==> src/design/urxs_consts.svh <==
// Constants of the serial receive status and register block.
// Included by the package and the top module; definitions only.
`ifndef URXS_CONSTS_SVH
`define URXS_CONSTS_SVH

// Register indices; byte address is four times the index
`define URXS_IDX_MODE      12'h0220
`define URXS_IDX_STATUS    12'h0222
`define URXS_IDX_TXDATA    12'h0224
`define URXS_IDX_RXDATA    12'h0226
`define URXS_IDX_BAUD      12'h0228

// Reset values
`define URXS_RST_MODE      16'h0000
`define URXS_RST_STATUS    16'h0110
`define URXS_RST_TXDATA    16'h0000
`define URXS_RST_RXDATA    16'h0000
`define URXS_RST_BAUD      16'h0000

// Status field positions
`define URXS_ST_AVAIL      0
`define URXS_ST_OVFL       1
`define URXS_ST_STOP_BIT_FAULT_FLAG       2
`define URXS_ST_PARITY_FAULT_FLAG       3
`define URXS_ST_IDLE       4
`define URXS_ST_TXEMPTY    8
// Status bits that software simply stores
`define URXS_ST_RW_MASK    16'hECE0

// Mode field positions
`define URXS_MD_EN         15
`define URXS_MD_FAST       3
`define URXS_MD_PDSEL_HI   2
`define URXS_MD_PDSEL_LO   1
`define URXS_MD_STOP2      0

// Timing: log2 of clocks per bit per divisor step, normal and fast rate
`define URXS_OVS_NORM      4
`define URXS_OVS_FAST      2

// Receive storage
`define URXS_QUEUE_DEPTH   3'd4
`define URXS_DATA_BITS     9

`endif

==> src/design/urxs_pkg.sv <==
// Types of the serial receive status and register block.
// Assumes urxs_consts.svh is on the include path.
`include "urxs_consts.svh"

package urxs_pkg;

  typedef struct packed {
    logic [`URXS_DATA_BITS-1:0] data;
    logic                       parity_fault_flag;
    logic                       stop_bit_fault_flag;
  } urxs_char_t;

  typedef enum logic [2:0] {
    RX_IDLE,
    RX_START,
    RX_DATA,
    RX_PARITY,
    RX_STOP1,
    RX_STOP2
  } urxs_rx_state_t;

  typedef struct packed {
    logic        psel;
    logic        penable;
    logic        pwrite;
    logic [31:0] paddr;
    logic [31:0] pwdata;
  } urxs_apb_req_t;

endpackage

==> src/design/urxs_top.sv <==
// Receive side of an asynchronous serial port with its APB register map.
// Assumes a 20 MHz ref_clk_i and a serial line synchronous to it.
`timescale 1ns/1ps
`include "urxs_consts.svh"

////////////////////////////////////////////////////////////////////////////
// Two-entry buffer with valid and ready on both sides
module urxs_buf2 #(
  parameter int W = 11
) (
  input  wire logic         ref_clk_i,
  input  wire logic         rst_n_i,
  input  wire logic         flush_i,
  input  wire logic         in_valid_i,
  input  wire logic [W-1:0] in_data_i,
  output logic              in_ready_o,
  output logic              out_valid_o,
  input  wire logic         out_ready_i,
  output logic [W-1:0]      out_data_o,
  output logic [1:0]        count_o
);

  logic [W-1:0] mem_r [2];
  logic         wr_ptr_r;
  logic         rd_ptr_r;
  logic [1:0]   cnt_r;
  logic         push;
  logic         pop;

  assign in_ready_o  = (cnt_r != 2'd2);
  assign out_valid_o = (cnt_r != 2'd0);
  assign out_data_o  = mem_r[rd_ptr_r];
  assign count_o     = cnt_r;
  assign push        = in_valid_i & in_ready_o;
  assign pop         = out_valid_o & out_ready_i;

  always_ff @(posedge ref_clk_i or negedge rst_n_i)
  begin
    if (!rst_n_i)
    begin
      mem_r[0] <= '0;
      mem_r[1] <= '0;
    end
    else if (push && !flush_i)
    begin
      mem_r[wr_ptr_r] <= in_data_i;
    end
  end

  always_ff @(posedge ref_clk_i or negedge rst_n_i)
  begin
    if (!rst_n_i)
    begin
      wr_ptr_r <= 1'b0;
      rd_ptr_r <= 1'b0;
      cnt_r    <= 2'd0;
    end
    else if (flush_i)
    begin
      wr_ptr_r <= 1'b0;
      rd_ptr_r <= 1'b0;
      cnt_r    <= 2'd0;
    end
    else
    begin
      if (push)
      begin
        wr_ptr_r <= ~wr_ptr_r;
      end
      if (pop)
      begin
        rd_ptr_r <= ~rd_ptr_r;
      end
      case ({push, pop})
        2'b10:   cnt_r <= cnt_r + 2'd1;
        2'b01:   cnt_r <= cnt_r - 2'd1;
        default: cnt_r <= cnt_r;
      endcase
    end
  end

endmodule

////////////////////////////////////////////////////////////////////////////
// Top: APB slave, receiver, four-character queue
module urxs_top (
  input  wire logic        ref_clk_i,
  input  wire logic        rst_n_i,
  input  wire logic        psel_i,
  input  wire logic        penable_i,
  input  wire logic        pwrite_i,
  input  wire logic [31:0] paddr_i,
  input  wire logic [31:0] pwdata_i,
  output logic [31:0]      prdata_o,
  output logic             pready_o,
  output logic             pslverr_o,
  input  wire logic        rx_i
);

  urxs_pkg::urxs_apb_req_t  req;
  urxs_pkg::urxs_rx_state_t state_r;
  urxs_pkg::urxs_char_t     rx_char;
  urxs_pkg::urxs_char_t     mid_char;
  urxs_pkg::urxs_char_t     head_char;

  logic [15:0] mode_r;
  logic [15:0] status_rw_r;
  logic [15:0] baud_r;
  logic        ovfl_r;
  logic [31:0] prdata_r;
  logic        pslverr_r;

  logic [20:0] bit_len;
  logic [20:0] tick_r;
  logic [3:0]  bit_idx_r;
  logic [8:0]  shift_r;
  logic        par_bad_r;
  logic        stop_bad_r;
  logic        char_done;
  logic [3:0]  data_len;
  logic        par_on;

  logic        hit_mode;
  logic        hit_status;
  logic        hit_tx;
  logic        hit_rx;
  logic        hit_baud;
  logic        hit_any;
  logic        wr_acc;
  logic        rd_acc;
  logic        flush;
  logic        q_in_ready;
  logic        mid_valid;
  logic        mid_ready;
  logic        head_valid;
  logic        pop_head;
  logic [1:0]  cnt_a;
  logic [1:0]  cnt_b;
  logic [2:0]  q_count;
  logic        q_full;
  logic [15:0] status_view;

  //////////////////////////////////////////////////////////////////////////
  // APB decode
  assign req.psel    = psel_i;
  assign req.penable = penable_i;
  assign req.pwrite  = pwrite_i;
  assign req.paddr   = paddr_i;
  assign req.pwdata  = pwdata_i;

  // Some printed offsets are not word aligned, so each is a word index
  assign hit_mode   = (req.paddr == {18'h0_0000, `URXS_IDX_MODE, 2'b00});
  assign hit_status = (req.paddr == {18'h0_0000, `URXS_IDX_STATUS, 2'b00});
  assign hit_tx     = (req.paddr == {18'h0_0000, `URXS_IDX_TXDATA, 2'b00});
  assign hit_rx     = (req.paddr == {18'h0_0000, `URXS_IDX_RXDATA, 2'b00});
  assign hit_baud   = (req.paddr == {18'h0_0000, `URXS_IDX_BAUD, 2'b00});
  assign hit_any    = hit_mode | hit_status | hit_tx | hit_rx | hit_baud;

  // No wait state: read data is captured in setup, answered in the first access cycle
  assign pready_o  = req.psel & req.penable;
  assign prdata_o  = prdata_r;
  assign pslverr_o = pslverr_r;
  assign wr_acc    = pready_o & req.pwrite & hit_any;
  assign rd_acc    = pready_o & ~req.pwrite & hit_any;

  //////////////////////////////////////////////////////////////////////////
  // Software registers
  always_ff @(posedge ref_clk_i or negedge rst_n_i)
  begin
    if (!rst_n_i)
    begin
      mode_r      <= `URXS_RST_MODE;
      baud_r      <= `URXS_RST_BAUD;
      status_rw_r <= `URXS_RST_STATUS & `URXS_ST_RW_MASK;
    end
    else if (wr_acc)
    begin
      if (hit_mode)
      begin
        mode_r <= req.pwdata[15:0];
      end
      if (hit_baud)
      begin
        baud_r <= req.pwdata[15:0];
      end
      if (hit_status)
      begin
        status_rw_r <= req.pwdata[15:0] & `URXS_ST_RW_MASK;
      end
    end
  end

  // Overflow: set wins over a same-cycle clear
  assign flush = wr_acc & hit_status & ovfl_r
               & ~req.pwdata[`URXS_ST_OVFL];

  always_ff @(posedge ref_clk_i or negedge rst_n_i)
  begin
    if (!rst_n_i)
    begin
      ovfl_r <= 1'b0;
    end
    else if (char_done && q_full)
    begin
      ovfl_r <= 1'b1;
    end
    else if (flush)
    begin
      ovfl_r <= 1'b0;
    end
  end

  always_comb
  begin
    status_view                 = status_rw_r;
    status_view[`URXS_ST_TXEMPTY] = 1'b1;
    status_view[`URXS_ST_IDLE]  = (state_r == urxs_pkg::RX_IDLE);
    status_view[`URXS_ST_PARITY_FAULT_FLAG]  = head_valid & head_char.parity_fault_flag;
    status_view[`URXS_ST_STOP_BIT_FAULT_FLAG]  = head_valid & head_char.stop_bit_fault_flag;
    status_view[`URXS_ST_OVFL]  = ovfl_r;
    status_view[`URXS_ST_AVAIL] = head_valid;
  end

  // Read data captured at setup; upper bits stay zero
  always_ff @(posedge ref_clk_i or negedge rst_n_i)
  begin
    if (!rst_n_i)
    begin
      prdata_r  <= 32'h0000_0000;
      pslverr_r <= 1'b0;
    end
    else if (req.psel && !req.penable)
    begin
      pslverr_r <= ~hit_any;
      prdata_r  <= 32'h0000_0000;
      if (!req.pwrite)
      begin
        if (hit_mode)
        begin
          prdata_r[15:0] <= mode_r;
        end
        if (hit_status)
        begin
          prdata_r[15:0] <= status_view;
        end
        if (hit_rx && head_valid)
        begin
          prdata_r[8:0] <= head_char.data;
        end
        if (hit_baud)
        begin
          prdata_r[15:0] <= baud_r;
        end
      end
    end
  end

  //////////////////////////////////////////////////////////////////////////
  // Receiver bit timing
  always_comb
  begin
    if (mode_r[`URXS_MD_FAST])
    begin
      bit_len = {4'h0, {1'b0, baud_r} + 17'h0_0001} << `URXS_OVS_FAST;
    end
    else
    begin
      bit_len = {4'h0, {1'b0, baud_r} + 17'h0_0001} << `URXS_OVS_NORM;
    end
  end

  assign par_on   = mode_r[`URXS_MD_PDSEL_HI] ^ mode_r[`URXS_MD_PDSEL_LO];
  assign data_len = (mode_r[`URXS_MD_PDSEL_HI] & mode_r[`URXS_MD_PDSEL_LO])
                  ? 4'd9 : 4'd8;

  always_ff @(posedge ref_clk_i or negedge rst_n_i)
  begin
    if (!rst_n_i)
    begin
      state_r    <= urxs_pkg::RX_IDLE;
      tick_r     <= 21'h0_0000;
      bit_idx_r  <= 4'd0;
      shift_r    <= 9'h000;
      par_bad_r  <= 1'b0;
      stop_bad_r <= 1'b0;
    end
    else if (flush || !mode_r[`URXS_MD_EN])
    begin
      state_r <= urxs_pkg::RX_IDLE;
      tick_r  <= 21'h0_0000;
      shift_r <= 9'h000;
    end
    else if (state_r != urxs_pkg::RX_IDLE && tick_r != 21'h0_0000)
    begin
      tick_r <= tick_r - 21'h0_0001;
    end
    else
    begin
      case (state_r)
        urxs_pkg::RX_IDLE:
        begin
          if (!rx_i)
          begin
            state_r    <= urxs_pkg::RX_START;
            tick_r     <= bit_len >> 1;
            bit_idx_r  <= 4'd0;
            shift_r    <= 9'h000;
            par_bad_r  <= 1'b0;
            stop_bad_r <= 1'b0;
          end
        end
        urxs_pkg::RX_START:
        begin
          // A glitch shorter than half a bit is not a start
          state_r <= rx_i ? urxs_pkg::RX_IDLE : urxs_pkg::RX_DATA;
          tick_r  <= bit_len - 21'h0_0001;
        end
        urxs_pkg::RX_DATA:
        begin
          shift_r[bit_idx_r] <= rx_i;
          bit_idx_r          <= bit_idx_r + 4'd1;
          tick_r             <= bit_len - 21'h0_0001;
          if (bit_idx_r == data_len - 4'd1)
          begin
            state_r <= par_on ? urxs_pkg::RX_PARITY : urxs_pkg::RX_STOP1;
          end
        end
        urxs_pkg::RX_PARITY:
        begin
          // Odd parity when the high select bit is set
          par_bad_r <= (^shift_r[7:0]) ^ rx_i
                     ^ mode_r[`URXS_MD_PDSEL_HI];
          tick_r    <= bit_len - 21'h0_0001;
          state_r   <= urxs_pkg::RX_STOP1;
        end
        urxs_pkg::RX_STOP1:
        begin
          stop_bad_r <= ~rx_i;
          tick_r     <= bit_len - 21'h0_0001;
          state_r    <= mode_r[`URXS_MD_STOP2] ? urxs_pkg::RX_STOP2
                                               : urxs_pkg::RX_IDLE;
        end
        urxs_pkg::RX_STOP2:
        begin
          stop_bad_r <= stop_bad_r | ~rx_i;
          state_r    <= urxs_pkg::RX_IDLE;
        end
        default:
        begin
          state_r <= urxs_pkg::RX_IDLE;
        end
      endcase
    end
  end

  // Character complete in the cycle the last stop bit is sampled
  assign char_done = mode_r[`URXS_MD_EN] & (tick_r == 21'h0_0000)
                   & ((state_r == urxs_pkg::RX_STOP1
                       && !mode_r[`URXS_MD_STOP2])
                      || state_r == urxs_pkg::RX_STOP2);

  // Stop fault uses this cycle's sample as well
  always_comb
  begin
    rx_char.data = shift_r;
    rx_char.parity_fault_flag = par_bad_r;
    if (state_r == urxs_pkg::RX_STOP2)
    begin
      rx_char.stop_bit_fault_flag = stop_bad_r | ~rx_i;
    end
    else
    begin
      rx_char.stop_bit_fault_flag = ~rx_i;
    end
  end

  //////////////////////////////////////////////////////////////////////////
  // Four-character queue: intake pair feeding an output pair
  assign q_count  = {1'b0, cnt_a} + {1'b0, cnt_b};
  assign q_full   = (q_count == `URXS_QUEUE_DEPTH) | ~q_in_ready;
  assign pop_head = rd_acc & hit_rx & head_valid;

  urxs_buf2 #(
    .W ($bits(urxs_pkg::urxs_char_t))
  ) u_intake (
    .ref_clk_i   (ref_clk_i),
    .rst_n_i     (rst_n_i),
    .flush_i     (flush),
    .in_valid_i  (char_done & ~q_full),
    .in_data_i   (rx_char),
    .in_ready_o  (q_in_ready),
    .out_valid_o (mid_valid),
    .out_ready_i (mid_ready),
    .out_data_o  (mid_char),
    .count_o     (cnt_a)
  );

  // Only reads and a flush drain the output pair; when it is full it back-pressures the intake
  urxs_buf2 #(
    .W ($bits(urxs_pkg::urxs_char_t))
  ) u_output (
    .ref_clk_i   (ref_clk_i),
    .rst_n_i     (rst_n_i),
    .flush_i     (flush),
    .in_valid_i  (mid_valid),
    .in_data_i   (mid_char),
    .in_ready_o  (mid_ready),
    .out_valid_o (head_valid),
    .out_ready_i (pop_head),
    .out_data_o  (head_char),
    .count_o     (cnt_b)
  );

endmodule

==> config.mk <==
export PLATFORM = sky130hd
export DESIGN_NAME = urxs_top
export DESIGN_NICKNAME = d
export VERILOG_FILES = /design/src/design/urxs_pkg.sv /design/src/design/urxs_top.sv
export VERILOG_INCLUDE_DIRS = /design/src /design/src/design
export SDC_FILE = /design/constraint.sdc
export NUM_CORES = 1
export LEC_CHECK = 0
export ABC_AREA = 1
export BUFFER_PORTS_ARGS = -buffer_cell sky130_fd_sc_hd__buf_2
export CORE_ASPECT_RATIO = 0.8
export CORE_UTILIZATION = 58
export CTS_BUF_LIST = sky130_fd_sc_hd__clkbuf_16
export CTS_CLUSTER_SIZE = 8
export DETAILED_ROUTE_END_ITERATION = 8
export PLACE_DENSITY = 0.77
export SYNTH_ARGS = -nofsm -noshare
export SYNTH_HDL_FRONTEND = slang
export SYNTH_SLANG_ARGS = --single-unit
==> constraint.sdc <==
create_clock -name ref_clk_i -period 2.61 [get_ports ref_clk_i]
set_input_delay 0.522 -clock ref_clk_i [delete_from_list [all_inputs] [get_ports ref_clk_i]]
set_output_delay 0.522 -clock ref_clk_i [all_outputs]
set_load 0.02 [all_outputs]
### Yosys cells after proc, flatten, opt, wreduce, memory -nomap -nowiden

Cells that the tools add are included.

* $add $sub $neg: 10
* order comparisons: 8
* eq/ne operators: 23
* muxes and demuxes: 58
* bitwise operators: 44
* reductions and logical operators: 44

Operators by type and width (number)
* equality test 32 x 12 -> 1 bit (second input constant): 5
* 2-to-1 mux 11 bit: 8
* 2-to-1 mux 21 bit: 4
* 2-to-1 mux 16 bit: 4
* bitwise mux 22 bit: 2
* case mux 21 bit (2 select lines): 1
* subtractor 21 x 1 -> 21 bit (second input constant): 2
* 2-to-1 mux 9 bit: 4
* demux 11 bit (select 1 bit): 2
* zero test 21 bit: 1
* nonzero test 21 bit: 1
* bitwise AND 1 bit: 19
* 2-to-1 mux 3 bit: 6
* case mux 9 bit (2 select lines): 1
* adder 16 x 1 -> 17 bit (second input constant): 1
* nonzero test 2 bit: 8
* case mux 3 bit (5 select lines): 1
* nonzero test 3 bit: 5
* 2-to-1 mux 1 bit: 14
* NOT 1 bit: 12
* AND reduction 4 bit: 3
* logical AND 1 bit: 10
* bitwise mux 9 bit: 1
* equality test 3 bit (second input constant): 3
* 36 further kinds: 69

* register bits: 149
* output and inout bits: 34
* logic and storage cells: 209

### Longest topological paths before layout

* word-level depth: 12
* gate-level depth with buffers: 18
* mapped depth without buffers: 18

### Modules after synthesis

From an unflattened synthesis, not the netlist that was laid out.

* cells, all modules: 1324
* area total of the unflattened synthesis: 9476.6 um^2

Modules (own cells, without submodules)
* urxs_top: instances 1, cells each 1018, area each 6861.6 um^2, sequential area each 2427.3 um^2
* urxs_buf2: instances 2, cells each 153, area each 1307.5 um^2, sequential area each 650.6 um^2

### Worst setup path after synthesis

Ideal clock, no wire load.

* path kind: register -> register
* from: reg mode_r[3]
* to: reg tick_r[20]
* library setup time: 0.116 ns
* arrival time: 2.133 ns
* data required time: 2.494 ns
* setup slack: 0.361 ns
* stages on the path, launching flop included: 17
* path buffers: 1
* cells stage by stage: dfrtp_1 clkinv_1 clkbuf_1 nor2_1 inv_1 ha_1 nand3_1 nor2_1 nand3_1 nor2_2 nand3_2 nor2_2 nand3b_1 nand2_1 nand2_1 nand2_1 nand2_1

* longest elaborated chain between the ends: 5

Ends and longest elaborated chain
* start, declared: RTL line urxs_top.sv:106 `logic [15:0] mode_r;`
* start signal, assigned: RTL line urxs_top.sv:172 `` mode_r <= `URXS_RST_MODE; ``
* start signal, assigned: RTL line urxs_top.sv:180 `mode_r <= req.pwdata[15:0];`
* 2-to-1 mux 21 bit: RTL line urxs_top.sv:262 `` if (mode_r[`URXS_MD_FAST]) ``
* subtractor 21 x 1 -> 21 bit
* case mux 21 bit (2 select lines): RTL line urxs_top.sv:299 `case (state_r)`
* 2-to-1 mux 21 bit: RTL line urxs_top.sv:293 `else if (state_r != urxs_pkg::RX_IDLE && tick_r != 21'h0_0000)`
* 2-to-1 mux 21 bit: RTL line urxs_top.sv:287 `` else if (flush || !mode_r[`URXS_MD_EN]) ``
* end signal, assigned: RTL line urxs_top.sv:316 `tick_r <= bit_len - 21'h0_0001;`
* end signal, assigned: RTL line urxs_top.sv:322 `tick_r <= bit_len - 21'h0_0001;`
* end signal, assigned: RTL line urxs_top.sv:333 `tick_r <= bit_len - 21'h0_0001;`
* end, declared: RTL line urxs_top.sv:114 `logic [20:0] tick_r;`

Every way passes these cells.
A chain may end at the register's enable or synchronous reset.

### Worst setup path in the final report

* from: reg tick_r[0]
* to: reg u_intake.mem_r[13] (netlist name)

* longest elaborated chain between the ends: 6

Ends and longest elaborated chain
* start signal, assigned: RTL line urxs_top.sv:295 `tick_r <= tick_r - 21'h0_0001;`
* start signal, assigned: RTL line urxs_top.sv:305 `tick_r <= bit_len >> 1;`
* start signal, assigned: RTL line urxs_top.sv:316
* zero test 21 bit: RTL line urxs_top.sv:357 `` assign char_done = mode_r[`URXS_MD_EN] & (tick_r == 21'h0_0000) ``
* bitwise AND 1 bit (2 in series): RTL line urxs_top.sv:357
* bitwise AND 1 bit: RTL line urxs_top.sv:389 `.in_valid_i (char_done & ~q_full),`
* bitwise AND 1 bit: RTL line urxs_top.sv:34 `assign push = in_valid_i & in_ready_o;`
* logical AND 1 bit: RTL line urxs_top.sv:44 `else if (push && !flush_i)`
* end signal, assigned by index: RTL line urxs_top.sv:46 `mem_r[wr_ptr_r] <= in_data_i;`
* end, declared: RTL line urxs_top.sv:23 `logic [W-1:0] mem_r [2];`

Every way passes these cells.

==> run metrics <==
clk buf depth 2; Fmax achieved 403 MHz; count of buffers from port buffering 71; Final Hold Fails 0; core region area 0.0158 mm2; DP Cell Count 1550; PD cells 461 mW/mm2; Worst VDD drop 0.481 mV; Final Non-Filler Cells 1587; worst setup path category flip-flop to flip-flop; Rel. slew slack 28.1%; routed vias/inst 5.47; met3 usage 4.83%; Nets 1439; setup TNS 0 ps; area of the multi-input gates 0.00492 mm2; clock tree root buffer cell clkbuf_16; final setup skew 10.1 ps; Seq cells post-synth 149; routed wire length 23500 um; worst hold path type input pin to async pin; Switching Share 25.2%; Max Cap Viol 0; number of synthesized flops with an enable pin 0; Slew @ Worst Pin 1050 ps; Worst R2R End u_intake.mem_r[13]; GPL Wtd Cong 0.916; register area share after synthesis 39.7%; Synth Warn # 0; post-synthesis area per instance 7.40 um2; clock transition at the registers of the reported paths 70 ps; required time worst endpoint 2940 ps; final setup violation count 0; routed vias 8678; Final period util 95.0%; Die Width 144 um; fill cell count 1310; Initial Util 59.5%; r2r setup slk 130 ps; crit path launch type flip-flop; critical path endpoint u_intake.mem_r[13]; RR Startpoint tick_r[0]; die height 116 um; GR peak layer met2; Ant. Diodes 0; NetSw 1.26 mW; cell count after synthesis 1270; minimum clock period 2480 ps; Comb power frac 3.3%; initial antenna violation count 0; asr flop ratio synth 100%; die footprint 0.0167 mm2; Max Slew Vio Count 0; first-pass GRT wire length 37500 um; cells on worst reg2reg path 18; crit path DAT 2800 ps; Post-Syn Area 0.00940 mm2; vias in the first global route 7659; area grow syn2layout 15.0%; GRT Util Overall 28.9%; GR Util met2 45.0%; later-pin clock latency in the skew report 440 ps; worst-path fanout max 10; Yosys cell types 45; Rows 41; # DRC 0; LEAKAGE 5.41 nW; Reg area 0.00373 mm2; CTS tree yes; total CTS buffers 17; H-Tree Depth 4; Ports 104; Synth Flop Type dfrtp_1; met1 global-route usage 41.6%; post-DR wirelength/cell 14.8 um; Routed Antenna Nets 0; share of cells above drive strength 1 18.7%; # clock sinks 149; Worst Setup SP tick_r[0]; largest net degree at the start of global routing 65; hold_buf cts 0; First-pass DRT Iterations 5; Seq pwr share 46.3%; initial detailed-routing violation count 691; clock share of power 50.4%; dpl hpwl 16400 um; internal power 3.73 mW; status completed; total grt overflow 0; Worst Setup End Kind flip-flop
-- cell usage in the layout (no fill, tap or decap), types with 5 or more instances in the layout --
master,Yosys,layout
nand3_1,105,104
xor2_1,19,19
nand3_2,8,7
inv_2,6,8
buf_4,22,36
xnor2_1,6,6
o21ai_0,128,128
buf_2,15,70
o21ai_1,13,13
nand2_2,16,17
nand4_1,24,24
o211ai_1,8,8
o22ai_1,8,8
dfrtp_1,149,149
mux2_2,28,28
clkbuf_16,0,18
buf_12,0,5
nand2_1,328,327
nor2_4,5,8
conb_1,1,16
inv_6,0,6
nor3_1,15,15
inv_1,130,128
nand3_4,2,5
nor2_1,100,97
ha_1,9,8
a21oi_1,38,38
o21ai_2,18,18
nor2_2,12,12
inv_8,0,5
-- power groups by stage --
| stage | clock (mW) | sequential (mW) | combinational [mW] |
|---|---|---|---|
| after floorplan | 0 | 2.35 | 0.0687 |
| after global placement | 0 | 2.35 | 0.166 |
| after detailed placement | 0 | 2.35 | 0.168 |
| after CTS | 2.53 | 2.31 | 0.169 |
| after global routing | 2.63 | 2.31 | 0.189 |
| final | 2.51 | 2.31 | 0.166 |
-- logic make-up (layout without fill, tap and decap cells) --
family	after synthesis	count (layout)	synth area share, %
muxes	29	29	3.46
xor gates and xnor gates	25	25	2.33
and+or+nand+nor	628	629	30.1
adders and majority gates	10	10	1.41
AOI/OAI and AO/OA	228	228	13.6
buffers and inverters	200	286	9.40
DFF	149	149	39.7
other	1	16	0.0399
-- cells in the mapped netlist, types with 8 or more instances --
master,number,share of area [%]
a21oi_1,38,2.0
mux2_2,28,3.4
inv_1,130,5.2
nand2_1,328,13
dfrtp_1,149,40
nand3_1,105,5.6
clkbuf_1,17,0.68
nand2_2,16,1.1
o211ai_1,8,0.64
nor2_1,100,4.0
ha_1,9,1.2
xor2_1,19,1.8
o21ai_0,128,6.8
nand3_2,8,0.85
buf_2,15,0.80
buf_4,22,1.8
o21ai_2,18,1.7
o21ai_1,13,0.69
nand4_1,24,1.6
o22ai_1,8,0.53
nor2_2,12,0.80
nor3_1,15,0.80
-- what timing repair did --
item | in CTS | in global routing
endpoints found under the setup margin | 0 | 48
gates resized for setup | 0 | 17
setup buffers | 0 | 3
-- state kept, by name (all words and copies together), names as in the netlist, 2 cells and up --
| signal | cells |
|---|---|
| prdata_o | 16 |
| tick_r | 21 |
| state_r | 3 |
| u_intake.mem_r | 22 |
| u_output.mem_r | 22 |
| bit_idx_r | 4 |
| mode_r | 16 |
| u_intake.count_o | 2 |
| shift_r | 9 |
| baud_r | 16 |
| status_rw_r | 8 |
| u_output.count_o | 2 |
-- stage by stage --
step | instance area (um2) | utilization, % | hold slack (ps) | power (mW) | worst slack (ps)
after global placement | 10100 | 63.8 | 459 | 2.52 | 38.4
after detailed placement | 10100 | 63.8 | 462 | 2.52 | -1.87
after global routing | 10800 | 68.4 | 99.7 | 5.13 | -17.0
after floorplan | 9450 | - | 226 | 2.42 | 361
final | 10800 | 68.4 | 50.1 | 4.98 | 131
after CTS | 10700 | 67.6 | 93.4 | 5.01 | 45.6
-- worst max-delay path: stages (launching register included) --
cell	delay, ps
dfrtp_1	370
inv_2	100
ha_4	150
nand2_2	70
nor2_4	150
inv_2	70
nor2_4	100
nand3_2	100
nor2_2	110
nand2_2	80
nor2_4	110
nand3_2	120
nor2_4	180
nand3_4	110
inv_6	130
nand3b_4	120
buf_12	170
nand2_1	80
o21ai_2	60
-- how the worst min path moves through the flow --
stage	endpoint	depth (start not counted)	slack (ps)	from
2_1_floorplan	baud_r[0]	0	230	rst_n_i
3_3_place_gp	prdata_o[6]	2	460	prdata_o[6]
3_5_place_dp	prdata_o[0]	2	460	prdata_o[0]
4_1_cts	u_output.mem_r[2]	1	90	rst_n_i
5_1_grt	u_output.mem_r[8]	1	100	rst_n_i
6_report	u_output.mem_r[9]	1	50	rst_n_i
-- routing by layer --
| layer | vias up | wire length [um] |
|---|---|---|
| met5 | - | 0 |
| met4 | 0 | 317 |
| met3 | 27 | 1570 |
| met2 | 324 | 10400 |
| met1 | 4000 | 11200 |
| li1 | 4327 | - |
-- area by class of cell --
cell class                 count  share of cell area (%)
tap                          215                    2.49
timing repair buffer         113                    7.00
sequential                   149                    34.5
clock buffer                  17                    3.94
multi-input combinational    937                    45.5
inverter                     141                    4.94
clock inverter                15                    1.64
No activity file was read; power rests on OpenSTA's default activity.
